### src/logic/bbd_pkg.sv
`default_nettype none
package bbd_pkg;
  // word type used for every register and address
  typedef logic [31:0] bbd_word_t;
  // header register byte offsets
  localparam logic [11:0] BBD_OFF_CSR_BAR = 12'h014;
  localparam logic [11:0] BBD_OFF_W1_BAR = 12'h018;
  localparam logic [11:0] BBD_OFF_W2_BAR = 12'h01C;
  // window 1 translated base and setup in header space
  localparam logic [11:0] BBD_OFF_W1_XBASE = 12'h0A8;
  localparam logic [11:0] BBD_OFF_W1_SETUP = 12'h0AC;
  // control-register space is placed at this bus offset
  localparam logic [11:0] BBD_CSR_SPACE = 12'h100;
  localparam logic [11:0] BBD_OFF_W2_XBASE = 12'h108;
  localparam logic [11:0] BBD_OFF_W2_SETUP = 12'h10C;
  // field positions inside base and setup registers
  localparam int BBD_SPACE_BIT = 0;
  localparam int BBD_TYPE_LSB = 1;
  localparam int BBD_TYPE_MSB = 2;
  localparam int BBD_PREF_BIT = 3;
  localparam int BBD_EN_BIT = 31;
  // address type encodings
  localparam logic [1:0] BBD_TYPE_32 = 2'h0;
  localparam logic [1:0] BBD_TYPE_64 = 2'h1;
  // base bits that may ever become writable
  localparam bbd_word_t BBD_CSR_MASK = 32'hFFFFFF00;
  localparam bbd_word_t BBD_MEM_MASK = 32'hFFFFF000;
  localparam bbd_word_t BBD_IO_MASK = 32'hFFFFFFC0;
  // values after reset
  localparam bbd_word_t BBD_CSR_FIELDS = 32'h00000001;
  localparam bbd_word_t BBD_BASE_RST = 32'h00000000;
  localparam bbd_word_t BBD_SETUP_RST = 32'h00000000;
  localparam bbd_word_t BBD_XBASE_RST = 32'h00000000;
  localparam bbd_word_t BBD_RDATA_RST = 32'h00000000;
endpackage
`default_nettype wire

### src/logic/bbd_win_if.sv
`timescale 1ns/1ps
`default_nettype none
interface bbd_win_if;
  import bbd_pkg::*;
  bbd_word_t addr; // address of the transaction being decoded
  logic is_io; // transaction is in io space
  bbd_word_t base; // programmed base value
  bbd_word_t mask; // writable base bits, zero when disabled
  bbd_word_t tbase; // translated base
  logic en; // window may claim
  logic want_io; // window lives in io space
  logic hit; // window claims the transaction
  bbd_word_t xlat; // translated address
  modport ctrl (output addr, is_io, base, mask, tbase, en, want_io, input hit, xlat);
  modport win (input addr, is_io, base, mask, tbase, en, want_io, output hit, xlat);
endinterface
`default_nettype wire

### src/logic/bbd_window.sv
`timescale 1ns/1ps
`default_nettype none
module bbd_window
  import bbd_pkg::*;
(
  input wire logic i_clk,
  input wire logic i_rst,
  bbd_win_if.win w
);
  // combinational compare of the masked address bits
  logic match;
  bbd_word_t next_xlat;

  // claim when enabled, in the right space, and masked bits equal
  always_comb begin
    match = w.en && (w.is_io == w.want_io) &&
      ((w.addr & w.mask) == (w.base & w.mask));
    // keep offset bits, replace writable bits by the translated base
    next_xlat = (w.addr & ~w.mask) | (w.tbase & w.mask);
  end

  // registered claim and translated address
  always_ff @(posedge i_clk or posedge i_rst) begin
    if (i_rst) begin
      w.hit <= 1'b0;
      w.xlat <= BBD_BASE_RST;
    end else begin
      w.hit <= match;
      w.xlat <= next_xlat;
    end
  end

  // a claim follows a match one cycle later
  a_hit_follows: assert property (@(posedge i_clk) disable iff (i_rst)
    match |=> w.hit) else $error("window missed a matching address");
  // a disabled window never claims
  a_off_no_hit: assert property (@(posedge i_clk) disable iff (i_rst)
    !w.en |=> !w.hit) else $error("disabled window claimed");
endmodule
`default_nettype wire

### src/logic/bbd_regs.sv
`timescale 1ns/1ps
`default_nettype none
// Notes on behaviour
// - io base claims up to 256 bytes
// - window 1 reports read-only address type
// - window 2 address type always 32-bit
// - prefetchable bit read-only, bit 3
// - window 1 size and type from setup
// - setup bit 31 zero disables window
// - window 1 memory 4KB-2GB, io 64B-2GB
// - window 1 translates with its translated base
// - setup ones make base bits writable
// - window 2 size from its setup
// - window 2 memory only, base 31:12
// - window 2 translates with its translated base
module bbd_regs
  import bbd_pkg::*;
#(
  parameter int AW = 12 // apb address width
) (
  input wire logic I_CLK,
  input wire logic I_RST,
  input wire logic I_PSEL,
  input wire logic I_PENABLE,
  input wire logic I_PWRITE,
  input wire logic [AW-1:0] I_PADDR,
  input wire logic [31:0] I_PWDATA,
  output logic [31:0] O_PRDATA,
  output logic O_PREADY,
  output logic O_PSLVERR,
  input wire logic [31:0] I_TXN_ADDR,
  input wire logic I_TXN_IO,
  output logic O_CSR_HIT,
  output logic [31:0] O_CSR_XLAT,
  output logic O_W1_HIT,
  output logic [31:0] O_W1_XLAT,
  output logic O_W2_HIT,
  output logic [31:0] O_W2_XLAT
);
  // stored base values and setup state
  bbd_word_t csr_base; // primary io base bits
  bbd_word_t w1_base; // window 1 base bits
  bbd_word_t w2_base; // window 2 base bits
  bbd_word_t w1_setup; // window 1 size, type, enable
  bbd_word_t w2_setup; // window 2 size, enable
  bbd_word_t w1_tbase; // window 1 translated base
  bbd_word_t w2_tbase; // window 2 translated base
  // derived masks and read images
  bbd_word_t w1_mask; // writable window 1 bits
  bbd_word_t w2_mask; // writable window 2 bits
  bbd_word_t csr_rd; // primary io base as read
  bbd_word_t w1_rd; // window 1 base as read
  bbd_word_t w2_rd; // window 2 base as read
  bbd_word_t next_prdata; // read mux output
  // bus decode
  logic [11:0] off; // register offset
  logic mapped; // offset hits a register
  logic setup_ph; // apb setup phase
  logic access_ph; // apb access phase
  logic wr_en; // write strobe for mapped register

  // widen or cut the bus address to the 12-bit offset space
  always_comb begin
    off = 12'(I_PADDR);
  end

  // phase decode and address map
  always_comb begin
    setup_ph = I_PSEL && !I_PENABLE;
    access_ph = I_PSEL && I_PENABLE;
    case (off)
      BBD_OFF_CSR_BAR, BBD_OFF_W1_BAR, BBD_OFF_W2_BAR: mapped = 1'b1;
      BBD_OFF_W1_XBASE, BBD_OFF_W1_SETUP: mapped = 1'b1;
      BBD_OFF_W2_XBASE, BBD_OFF_W2_SETUP: mapped = 1'b1;
      default: mapped = 1'b0; // unmapped answers with an error
    endcase
    wr_en = access_ph && I_PWRITE && mapped;
  end

  // writable base bits come from the setup registers
  always_comb begin
    // io windows may go down to 64 bytes, memory to 4KB
    if (w1_setup[BBD_SPACE_BIT]) begin
      w1_mask = w1_setup & BBD_IO_MASK;
    end else begin
      w1_mask = w1_setup & BBD_MEM_MASK;
    end
    // window 2 is memory only
    w2_mask = w2_setup & BBD_MEM_MASK;
    // a cleared enable leaves no writable bit at all
    if (!w1_setup[BBD_EN_BIT]) begin
      w1_mask = BBD_BASE_RST;
    end
    if (!w2_setup[BBD_EN_BIT]) begin
      w2_mask = BBD_BASE_RST;
    end
  end

  // read images: masked base plus read-only fields
  always_comb begin
    // io space indicator set, bits 7:1 zero
    csr_rd = (csr_base & BBD_CSR_MASK) | BBD_CSR_FIELDS;
    // window 1 fields mirror its setup register
    w1_rd = w1_base & w1_mask;
    w1_rd[BBD_SPACE_BIT] = w1_setup[BBD_SPACE_BIT];
    w1_rd[BBD_TYPE_MSB:BBD_TYPE_LSB] = w1_setup[BBD_TYPE_MSB:BBD_TYPE_LSB];
    w1_rd[BBD_PREF_BIT] = w1_setup[BBD_PREF_BIT];
    // window 2 is memory, 32-bit decode
    w2_rd = w2_base & w2_mask;
    w2_rd[BBD_SPACE_BIT] = 1'b0;
    w2_rd[BBD_TYPE_MSB:BBD_TYPE_LSB] = BBD_TYPE_32;
    w2_rd[BBD_PREF_BIT] = w2_setup[BBD_PREF_BIT];
  end

  // read data mux
  always_comb begin
    case (off)
      BBD_OFF_CSR_BAR: next_prdata = csr_rd;
      BBD_OFF_W1_BAR: next_prdata = w1_rd;
      BBD_OFF_W2_BAR: next_prdata = w2_rd;
      BBD_OFF_W1_XBASE: next_prdata = w1_tbase;
      BBD_OFF_W1_SETUP: next_prdata = w1_setup;
      BBD_OFF_W2_XBASE: next_prdata = w2_tbase;
      BBD_OFF_W2_SETUP: next_prdata = w2_setup;
      default: next_prdata = BBD_RDATA_RST;
    endcase
  end

  // read data is captured in the setup phase, stable through access
  always_ff @(posedge I_CLK or posedge I_RST) begin
    if (I_RST) begin
      O_PRDATA <= BBD_RDATA_RST;
    end else if (setup_ph && !I_PWRITE) begin
      O_PRDATA <= next_prdata;
    end
  end

  // zero-wait slave; error only for an unmapped offset
  always_comb begin
    O_PREADY = 1'b1;
    O_PSLVERR = access_ph && !mapped;
  end

  // primary io base register
  always_ff @(posedge I_CLK or posedge I_RST) begin
    if (I_RST) begin
      csr_base <= BBD_BASE_RST;
    end else if (wr_en && off == BBD_OFF_CSR_BAR) begin
      csr_base <= I_PWDATA & BBD_CSR_MASK;
    end
  end

  // window base registers: only writable bits take the write
  always_ff @(posedge I_CLK or posedge I_RST) begin
    if (I_RST) begin
      w1_base <= BBD_BASE_RST;
      w2_base <= BBD_BASE_RST;
    end else begin
      if (wr_en && off == BBD_OFF_W1_BAR) begin
        w1_base <= (w1_base & ~w1_mask) | (I_PWDATA & w1_mask);
      end
      if (wr_en && off == BBD_OFF_W2_BAR) begin
        w2_base <= (w2_base & ~w2_mask) | (I_PWDATA & w2_mask);
      end
    end
  end

  // setup registers, loaded by the local processor side
  always_ff @(posedge I_CLK or posedge I_RST) begin
    if (I_RST) begin
      w1_setup <= BBD_SETUP_RST;
      w2_setup <= BBD_SETUP_RST;
    end else begin
      if (wr_en && off == BBD_OFF_W1_SETUP) begin
        w1_setup <= I_PWDATA;
      end
      if (wr_en && off == BBD_OFF_W2_SETUP) begin
        w2_setup <= I_PWDATA;
      end
    end
  end

  // translated base registers
  always_ff @(posedge I_CLK or posedge I_RST) begin
    if (I_RST) begin
      w1_tbase <= BBD_XBASE_RST;
      w2_tbase <= BBD_XBASE_RST;
    end else begin
      if (wr_en && off == BBD_OFF_W1_XBASE) begin
        w1_tbase <= I_PWDATA;
      end
      if (wr_en && off == BBD_OFF_W2_XBASE) begin
        w2_tbase <= I_PWDATA;
      end
    end
  end

  // one decoder per window
  bbd_win_if csr_if ();
  bbd_win_if w1_if ();
  bbd_win_if w2_if ();

  // drive the decoder inputs
  always_comb begin
    // primary io window is always enabled, offset passes through
    csr_if.addr = I_TXN_ADDR;
    csr_if.is_io = I_TXN_IO;
    csr_if.base = csr_base;
    csr_if.mask = BBD_CSR_MASK;
    csr_if.tbase = BBD_BASE_RST;
    csr_if.en = 1'b1;
    csr_if.want_io = 1'b1;
    // window 1 space follows its setup register
    w1_if.addr = I_TXN_ADDR;
    w1_if.is_io = I_TXN_IO;
    w1_if.base = w1_base;
    w1_if.mask = w1_mask;
    w1_if.tbase = w1_tbase;
    w1_if.en = w1_setup[BBD_EN_BIT];
    w1_if.want_io = w1_setup[BBD_SPACE_BIT];
    // window 2 memory only
    w2_if.addr = I_TXN_ADDR;
    w2_if.is_io = I_TXN_IO;
    w2_if.base = w2_base;
    w2_if.mask = w2_mask;
    w2_if.tbase = w2_tbase;
    w2_if.en = w2_setup[BBD_EN_BIT];
    w2_if.want_io = 1'b0;
  end

  bbd_window u_csr_win (
    .i_clk(I_CLK),
    .i_rst(I_RST),
    .w(csr_if)
  );
  bbd_window u_w1_win (
    .i_clk(I_CLK),
    .i_rst(I_RST),
    .w(w1_if)
  );
  bbd_window u_w2_win (
    .i_clk(I_CLK),
    .i_rst(I_RST),
    .w(w2_if)
  );

  // decoder results to the ports
  always_comb begin
    O_CSR_HIT = csr_if.hit;
    O_CSR_XLAT = csr_if.xlat;
    O_W1_HIT = w1_if.hit;
    O_W1_XLAT = w1_if.xlat;
    O_W2_HIT = w2_if.hit;
    O_W2_XLAT = w2_if.xlat;
  end

  // read of the io base shows io space and zero reserved bits
  a_csr_low_bits: assert property (@(posedge I_CLK) disable iff (I_RST)
    setup_ph && !I_PWRITE && off == BBD_OFF_CSR_BAR |=> O_PRDATA[7:0] == 8'h01)
    else $error("io base low byte wrong");
  // read of the io base returns the programmed base bits
  a_csr_rd_base: assert property (@(posedge I_CLK) disable iff (I_RST)
    setup_ph && !I_PWRITE && off == BBD_OFF_CSR_BAR
    |=> O_PRDATA[31:8] == $past(csr_base[31:8]))
    else $error("io base read value wrong");
  // io window claims exactly its 256-byte block
  a_csr_claim: assert property (@(posedge I_CLK) disable iff (I_RST)
    I_TXN_IO && I_TXN_ADDR[31:8] == csr_base[31:8] |=> O_CSR_HIT)
    else $error("io base did not claim");
  // io window never claims a memory transaction
  a_csr_no_mem: assert property (@(posedge I_CLK) disable iff (I_RST)
    !I_TXN_IO |=> !O_CSR_HIT) else $error("io base claimed memory");
  // io window passes on only the offset inside its 256 bytes
  a_csr_xlat: assert property (@(posedge I_CLK) disable iff (I_RST)
    O_CSR_XLAT[31:8] == 24'h000000) else $error("io base offset too wide");
  // window 1 type field reflects setup
  a_w1_type: assert property (@(posedge I_CLK) disable iff (I_RST)
    setup_ph && !I_PWRITE && off == BBD_OFF_W1_BAR
    |=> O_PRDATA[2:1] == $past(w1_setup[2:1]))
    else $error("window 1 type field wrong");
  // window 1 prefetchable indication mirrors its setup
  a_w1_pref: assert property (@(posedge I_CLK) disable iff (I_RST)
    setup_ph && !I_PWRITE && off == BBD_OFF_W1_BAR
    |=> O_PRDATA[3] == $past(w1_setup[3]))
    else $error("window 1 prefetch bit wrong");
  // window 2 always reads memory, 32-bit, reserved zero
  a_w2_fields: assert property (@(posedge I_CLK) disable iff (I_RST)
    setup_ph && !I_PWRITE && off == BBD_OFF_W2_BAR
    |=> O_PRDATA[11:4] == 8'h00 && O_PRDATA[2:0] == 3'h0)
    else $error("window 2 fixed fields wrong");
  // prefetchable indication at bit 3
  a_w2_pref: assert property (@(posedge I_CLK) disable iff (I_RST)
    setup_ph && !I_PWRITE && off == BBD_OFF_W2_BAR
    |=> O_PRDATA[3] == $past(w2_setup[3]))
    else $error("window 2 prefetch bit wrong");
  // a disabled window keeps its base and claims nothing
  a_w1_disabled: assert property (@(posedge I_CLK) disable iff (I_RST)
    !w1_setup[31] && wr_en && off == BBD_OFF_W1_BAR
    |=> $stable(w1_base) && !O_W1_HIT)
    else $error("disabled window 1 took a write");
  // window 1 reads keep bits below 64 bytes clear, below 4KB in memory space
  a_w1_io_size: assert property (@(posedge I_CLK) disable iff (I_RST)
    setup_ph && !I_PWRITE && off == BBD_OFF_W1_BAR
    |=> O_PRDATA[5:4] == 2'h0 && ($past(w1_setup[0]) || O_PRDATA[11:4] == 8'h00))
    else $error("window 1 size out of range");
  // window 1 claims only in the space its setup selects
  a_w1_space: assert property (@(posedge I_CLK) disable iff (I_RST)
    I_TXN_IO != w1_setup[BBD_SPACE_BIT] |=> !O_W1_HIT)
    else $error("window 1 claimed the wrong space");
  // window 1 translation swaps masked bits for the translated base
  a_w1_xlat: assert property (@(posedge I_CLK) disable iff (I_RST)
    1'b1 |=> O_W1_XLAT == (($past(I_TXN_ADDR) & ~$past(w1_mask)) |
      ($past(w1_tbase) & $past(w1_mask))))
    else $error("window 1 translation wrong");
  // window 2 translation swaps masked bits for its translated base
  a_w2_xlat: assert property (@(posedge I_CLK) disable iff (I_RST)
    1'b1 |=> O_W2_XLAT == (($past(I_TXN_ADDR) & ~$past(w2_mask)) |
      ($past(w2_tbase) & $past(w2_mask))))
    else $error("window 2 translation wrong");
  // a window 1 write lands only on bits the setup opened
  a_w1_wr_mask: assert property (@(posedge I_CLK) disable iff (I_RST)
    wr_en && off == BBD_OFF_W1_BAR
    |=> (w1_base & $past(w1_mask)) == ($past(I_PWDATA) & $past(w1_mask)))
    else $error("window 1 write mask wrong");
  // a write lands only on bits the setup opened
  a_w2_wr_mask: assert property (@(posedge I_CLK) disable iff (I_RST)
    wr_en && off == BBD_OFF_W2_BAR
    |=> (w2_base & $past(w2_mask)) == ($past(I_PWDATA) & $past(w2_mask)))
    else $error("window 2 write mask wrong");
  // bits the setup left closed keep their stored value
  a_w2_ro_bits: assert property (@(posedge I_CLK) disable iff (I_RST)
    wr_en && off == BBD_OFF_W2_BAR
    |=> (w2_base & ~$past(w2_mask)) == ($past(w2_base) & ~$past(w2_mask)))
    else $error("window 2 closed bit changed");
  // window 2 ignores io transactions
  a_w2_no_io: assert property (@(posedge I_CLK) disable iff (I_RST)
    I_TXN_IO |=> !O_W2_HIT) else $error("window 2 claimed io");
  // an enabled window 2 claims a memory address that matches its base
  a_w2_claim: assert property (@(posedge I_CLK) disable iff (I_RST)
    w2_setup[BBD_EN_BIT] && !I_TXN_IO &&
    ((I_TXN_ADDR ^ w2_base) & w2_mask) == 32'h00000000
    |=> O_W2_HIT) else $error("window 2 missed its base");

  c_w1_write: cover property (@(posedge I_CLK) wr_en && off == BBD_OFF_W1_BAR && |w1_mask);
  c_w1_hit: cover property (@(posedge I_CLK) O_W1_HIT);
  c_w2_hit: cover property (@(posedge I_CLK) O_W2_HIT);
  c_bus_error: cover property (@(posedge I_CLK) O_PSLVERR);
  c_w1_io_hit: cover property (@(posedge I_CLK) O_W1_HIT && w1_setup[BBD_SPACE_BIT]);
endmodule
`default_nettype wire

### config.mk
export PLATFORM = sky130hd
export DESIGN_NAME = bbd_regs
export DESIGN_NICKNAME = d
export VERILOG_FILES = /design/src/logic/bbd_pkg.sv /design/src/logic/bbd_win_if.sv /design/src/logic/bbd_window.sv /design/src/logic/bbd_regs.sv
export SDC_FILE = /design/constraint.sdc
export NUM_CORES = 1
export LEC_CHECK = 0
export BUFFER_PORTS_ARGS = -buffer_cell sky130_fd_sc_hd__buf_2
export CAP_MARGIN = 25
export CORE_ASPECT_RATIO = 0.9
export CORE_MARGIN = 5
export CORE_UTILIZATION = 48
export DETAILED_ROUTE_END_ITERATION = 6
export PLACE_DENSITY = 0.69
export SETUP_SLACK_MARGIN = 0.15
export SLEW_MARGIN = 20
export SYNTH_ARGS = -nofsm -noshare
export SYNTH_HDL_FRONTEND = slang
export SYNTH_SLANG_ARGS = --single-unit
### constraint.sdc
create_clock -name I_CLK -period 11.5 [get_ports I_CLK]
set_input_delay 0.575 -clock I_CLK [delete_from_list [all_inputs] [get_ports I_CLK]]
set_output_delay 0.575 -clock I_CLK [all_outputs]
set_load 0.01 [all_outputs]
==> impl_metrics.py <==
metrics = {
    "pwr": {
        "p_int_mw": 1.72,
        "p_leak_nw": 7.78,
        "peakVddDrop_uv": 118,
        "p_comb_share_pct": 6.6,
        "power_density_mw_per_mm2": 137,
        "power_frac_seq_pct": 46.9,
        "pwr-share-clk_pct": 46.5,
        "swShare_pct": 22.9,
        "p_sw_mw": 0.512,
    },
    "global_route": {
        "grt_max_degree": 139,
        "grt_pass1_wl_mm": 64.7,
        "grt_pass1_vias": 10457,
        "grt_overflow_total": 0,
        "grt_usage_pct": 25.6,
        "antenna_found_initial": 2,
    },
    "routing": {
        "first_pass_iters": 7,
        "via_per_inst": 5.92,
        "first_iter_violations": 922,
        "drtAntennaViolNets": 0,
        "drc": 0,
        "vias": 10445,
        "totalWireLength_mm": 42.8,
        "wl_per_cell_um": 24.3,
    },
    "synth": {
        "synth_area_leaders": "dfrtp_1 52%, mux2_2 19%, xor2_1 3.7%, nand2_1 3.0%, buf_4 2.1%",
        "netlist_instances": 1177,
        "synth_mux_area_share_pct": 21.2,
        "synth_edf_count": 0,
        "ys.warnings.count": 0,
        "async_flop_share_pct": 100,
        "synth_top_family_by_area": "multiplexers",
        "synth_xor_area_share_pct": 4.48,
        "synth_compound_area_share_pct": 7.56,
        "synth_top_area_share_pct": 51.8,
        "synth_fa_ha_area_share_pct": 0,
        "syn_area_per_cell_um2": 11.9,
        "synth_area_leader_cell": "dfrtp_1",
        "ys.flop_type": "dfrtp_1",
        "ys_ff_latch": 291,
        "synth-simple-area-share_pct": 11.1,
        "synth_area_mm2": 0.0141,
        "ys_seq_area_share_pct": 51.8,
        "synth_cell_type_count": 63,
    },
    "critical_path": {
        "critPathCaptureType": "flip-flop",
        "worst_ep_arrival_time_ps": 3760,
        "critPathMaxFanout": 35,
        "crit_required_ps": 11940,
        "cp-start-kind": "primary input",
        "path_class": "primary input to flip-flop",
    },
    "placed_design": {
        "pre_cts_ws_ps": 7700,
        "numPortBuffers": 189,
        "place_hpwl_mm": 28.9,
        "place.gp.congestion": 0.870,
    },
    "floorplanning": {
        "rows": 59,
        "dieHeight_um": 172,
        "die_w_um": 190,
        "ioPinCount": 215,
        "dieArea_mm2": 0.0328,
        "core_area_mm2": 0.0289,
        "initial_core_util_pct": 48.6,
    },
    "timing": {
        "skew_ps": 15.4,
        "min_period_ps": 3320,
        "tightest_slew_ps": 1040,
        "setup-violations-final": 0,
        "rsz0062_at_grt": "false",
        "slew_headroom_pct": 30.5,
        "tns_ps": 0,
        "drv_slew": 0,
        "setup_ws_ps": 8180,
        "finalCritPeriodShare_pct": 28.9,
        "hold_viol": 0,
        "fmaxAchievable_mhz": 301,
    },
    "hold_path": {
        "hold_path.class": "primary input to flip-flop",
    },
    "clock_tree": {
        "clk_latency_ps": 560,
        "htreeDepth": 1,
        "cts_tree": "yes",
        "post_cts_buffers": 0,
        "cts-root-buf": "clkbuf_16",
        "path_clk_slew_ps": 60,
        "clk_path_buf_depth": 3,
        "numClockSinks": 291,
        "cts_buffers": 30,
    },
    "cells_and_area": {
        "drive_gt1_share_pct": 38.0,
        "area_growth_pct": 16.3,
        "nets": 1428,
        "postLayoutCoreUtil_pct": 56.5,
    },
    "status": {
        "status": "completed",
    },
    "job": {
        "max_cap_violations": 0,
    },
}
## power by group through the flow
stage	clock [mW]	combinational [mW]	sequential, mW
after floorplan	0	0.0674	1.08
after global placement	0	0.144	1.07
after detailed placement	0	0.144	1.07
after CTS	1.05	0.145	1.05
after global routing	1.10	0.160	1.05
final	1.04	0.147	1.05
## kinds of logic after synthesis
logic type | Yosys count
multiplexers | 266
buffers and inverters | 98
AND/OR/NAND/NOR | 297
other | 2
AO/OA/AOI/OAI | 151
XOR/XNOR | 72
flip-flops | 291
## metrics by stage
| stage | instances | cell area, um2 | hold WS [ps] | total power, mW |
|---|---|---|---|---|
| after global placement | 1706 | 15200 | 463 | 1.21 |
| after global routing | 1763 | 16400 | 111 | 2.31 |
| after detailed placement | 1706 | 15200 | 474 | 1.21 |
| after CTS | 1759 | 16300 | 109 | 2.25 |
| final | 1764 | 16400 | 126 | 2.24 |
| after floorplan | 1200 | 14200 | 464 | 1.15 |
## layout make-up
type	count	area, um2
flip-flops and latches	291	7280
clock inverters	11	188
diodes	1	2.50
repair buffers	209	1130
fillers	2487	12600
clock buffers	42	867
inverters	3	18.8
multi-input cells	811	6370
well taps	396	495
## critical path, stage by stage
cell and delay [ps]:
buf_2 530, or4b_2 700, nor3_2 610, nand2_1 540
buf_4 440, mux2_1 360
## final timing paths
| check | endpoint | depth (start not counted) | from | slack (ps) |
|---|---|---|---|---|
| max | w1_if.tbase[4]$_DFFE_PP0P_ | 6 | I_PADDR[3] | 8180 |
| max in group asynchronous | u_w2_win.w.xlat[1]$_DFF_PP0_ | 6 | I_RST | 9240 |
| max reg2reg | u_w1_win.w.hit$_DFF_PP0_ | 6 | w1_setup[31]$_DFFE_PP0P_ | 9470 |
| min in group asynchronous | w1_setup[2]$_DFFE_PP0P_ | 3 | I_RST | 520 |
| min reg2reg | O_PRDATA[1]$_DFFE_PP0P_ | 2 | O_PRDATA[1]$_DFFE_PP0P_ | 490 |
| min | u_w2_win.w.xlat[5]$_DFF_PP0_ | 1 | I_TXN_ADDR[5] | 130 |
## routing by layer
layer  vias up  GRT usage (%)  wire [um]
li1       4565              -          -
met1      5252           36.1      18100
met2       528           41.2      19600
met3        96           4.52       3750
met4         4           7.56       1370
met5         -              0         27
## cell usage in the layout (no fill, tap or decap), types with 4 or more instances in the layout
cell type    n
conb_1      25
nor4_1       6
a21oi_1     36
dfrtp_1    290
mux2_1      16
o22ai_1     11
nand3_1     35
nor3_1       7
a32oi_1      6
bufinv_16    5
a222oi_1     5
nor2_1      38
nand4_1     29
and4b_1      5
a22o_1       8
clkbuf_8     5
a21o_1       6
buf_4       16
xor2_1      59
a211oi_1    11
buf_2      189
nor2_2      10
clkbuf_1     6
xnor2_1     13
nand2b_1    11
clkbuf_16   31
nor4b_1      4
a31oi_1      5
a22oi_1     18
a221oi_1    16
mux2i_1     15
nand2_1    114
o21ai_0     12
mux2_2     235
## Yosys cell counts, types with 6 or more instances
master / number
a211oi_1: 11
xnor2_1: 13
xor2_1: 59
nand3_1: 35
buf_2: 8
nand4_1: 29
a22oi_1: 18
buf_4: 40
mux2_2: 235
a21o_1: 6
buf_1: 14
nor4_1: 7
nor2_1: 38
mux2_1: 16
a221oi_1: 16
o22ai_1: 11
nand2b_1: 11
dfrtp_1: 291
o21ai_0: 12
a22o_1: 8
mux2i_1: 15
clkbuf_1: 30
nor3_1: 7
a32oi_1: 6
a21oi_1: 36
nand2_1: 114
nor2_2: 10
## repair_timing
action                    in CTS  in global routing
hold buffers                   0                  1
hold endpoints to repair       0                 30
resized for setup              0                  0
Note: power is estimated with default switching activity, not from simulation.
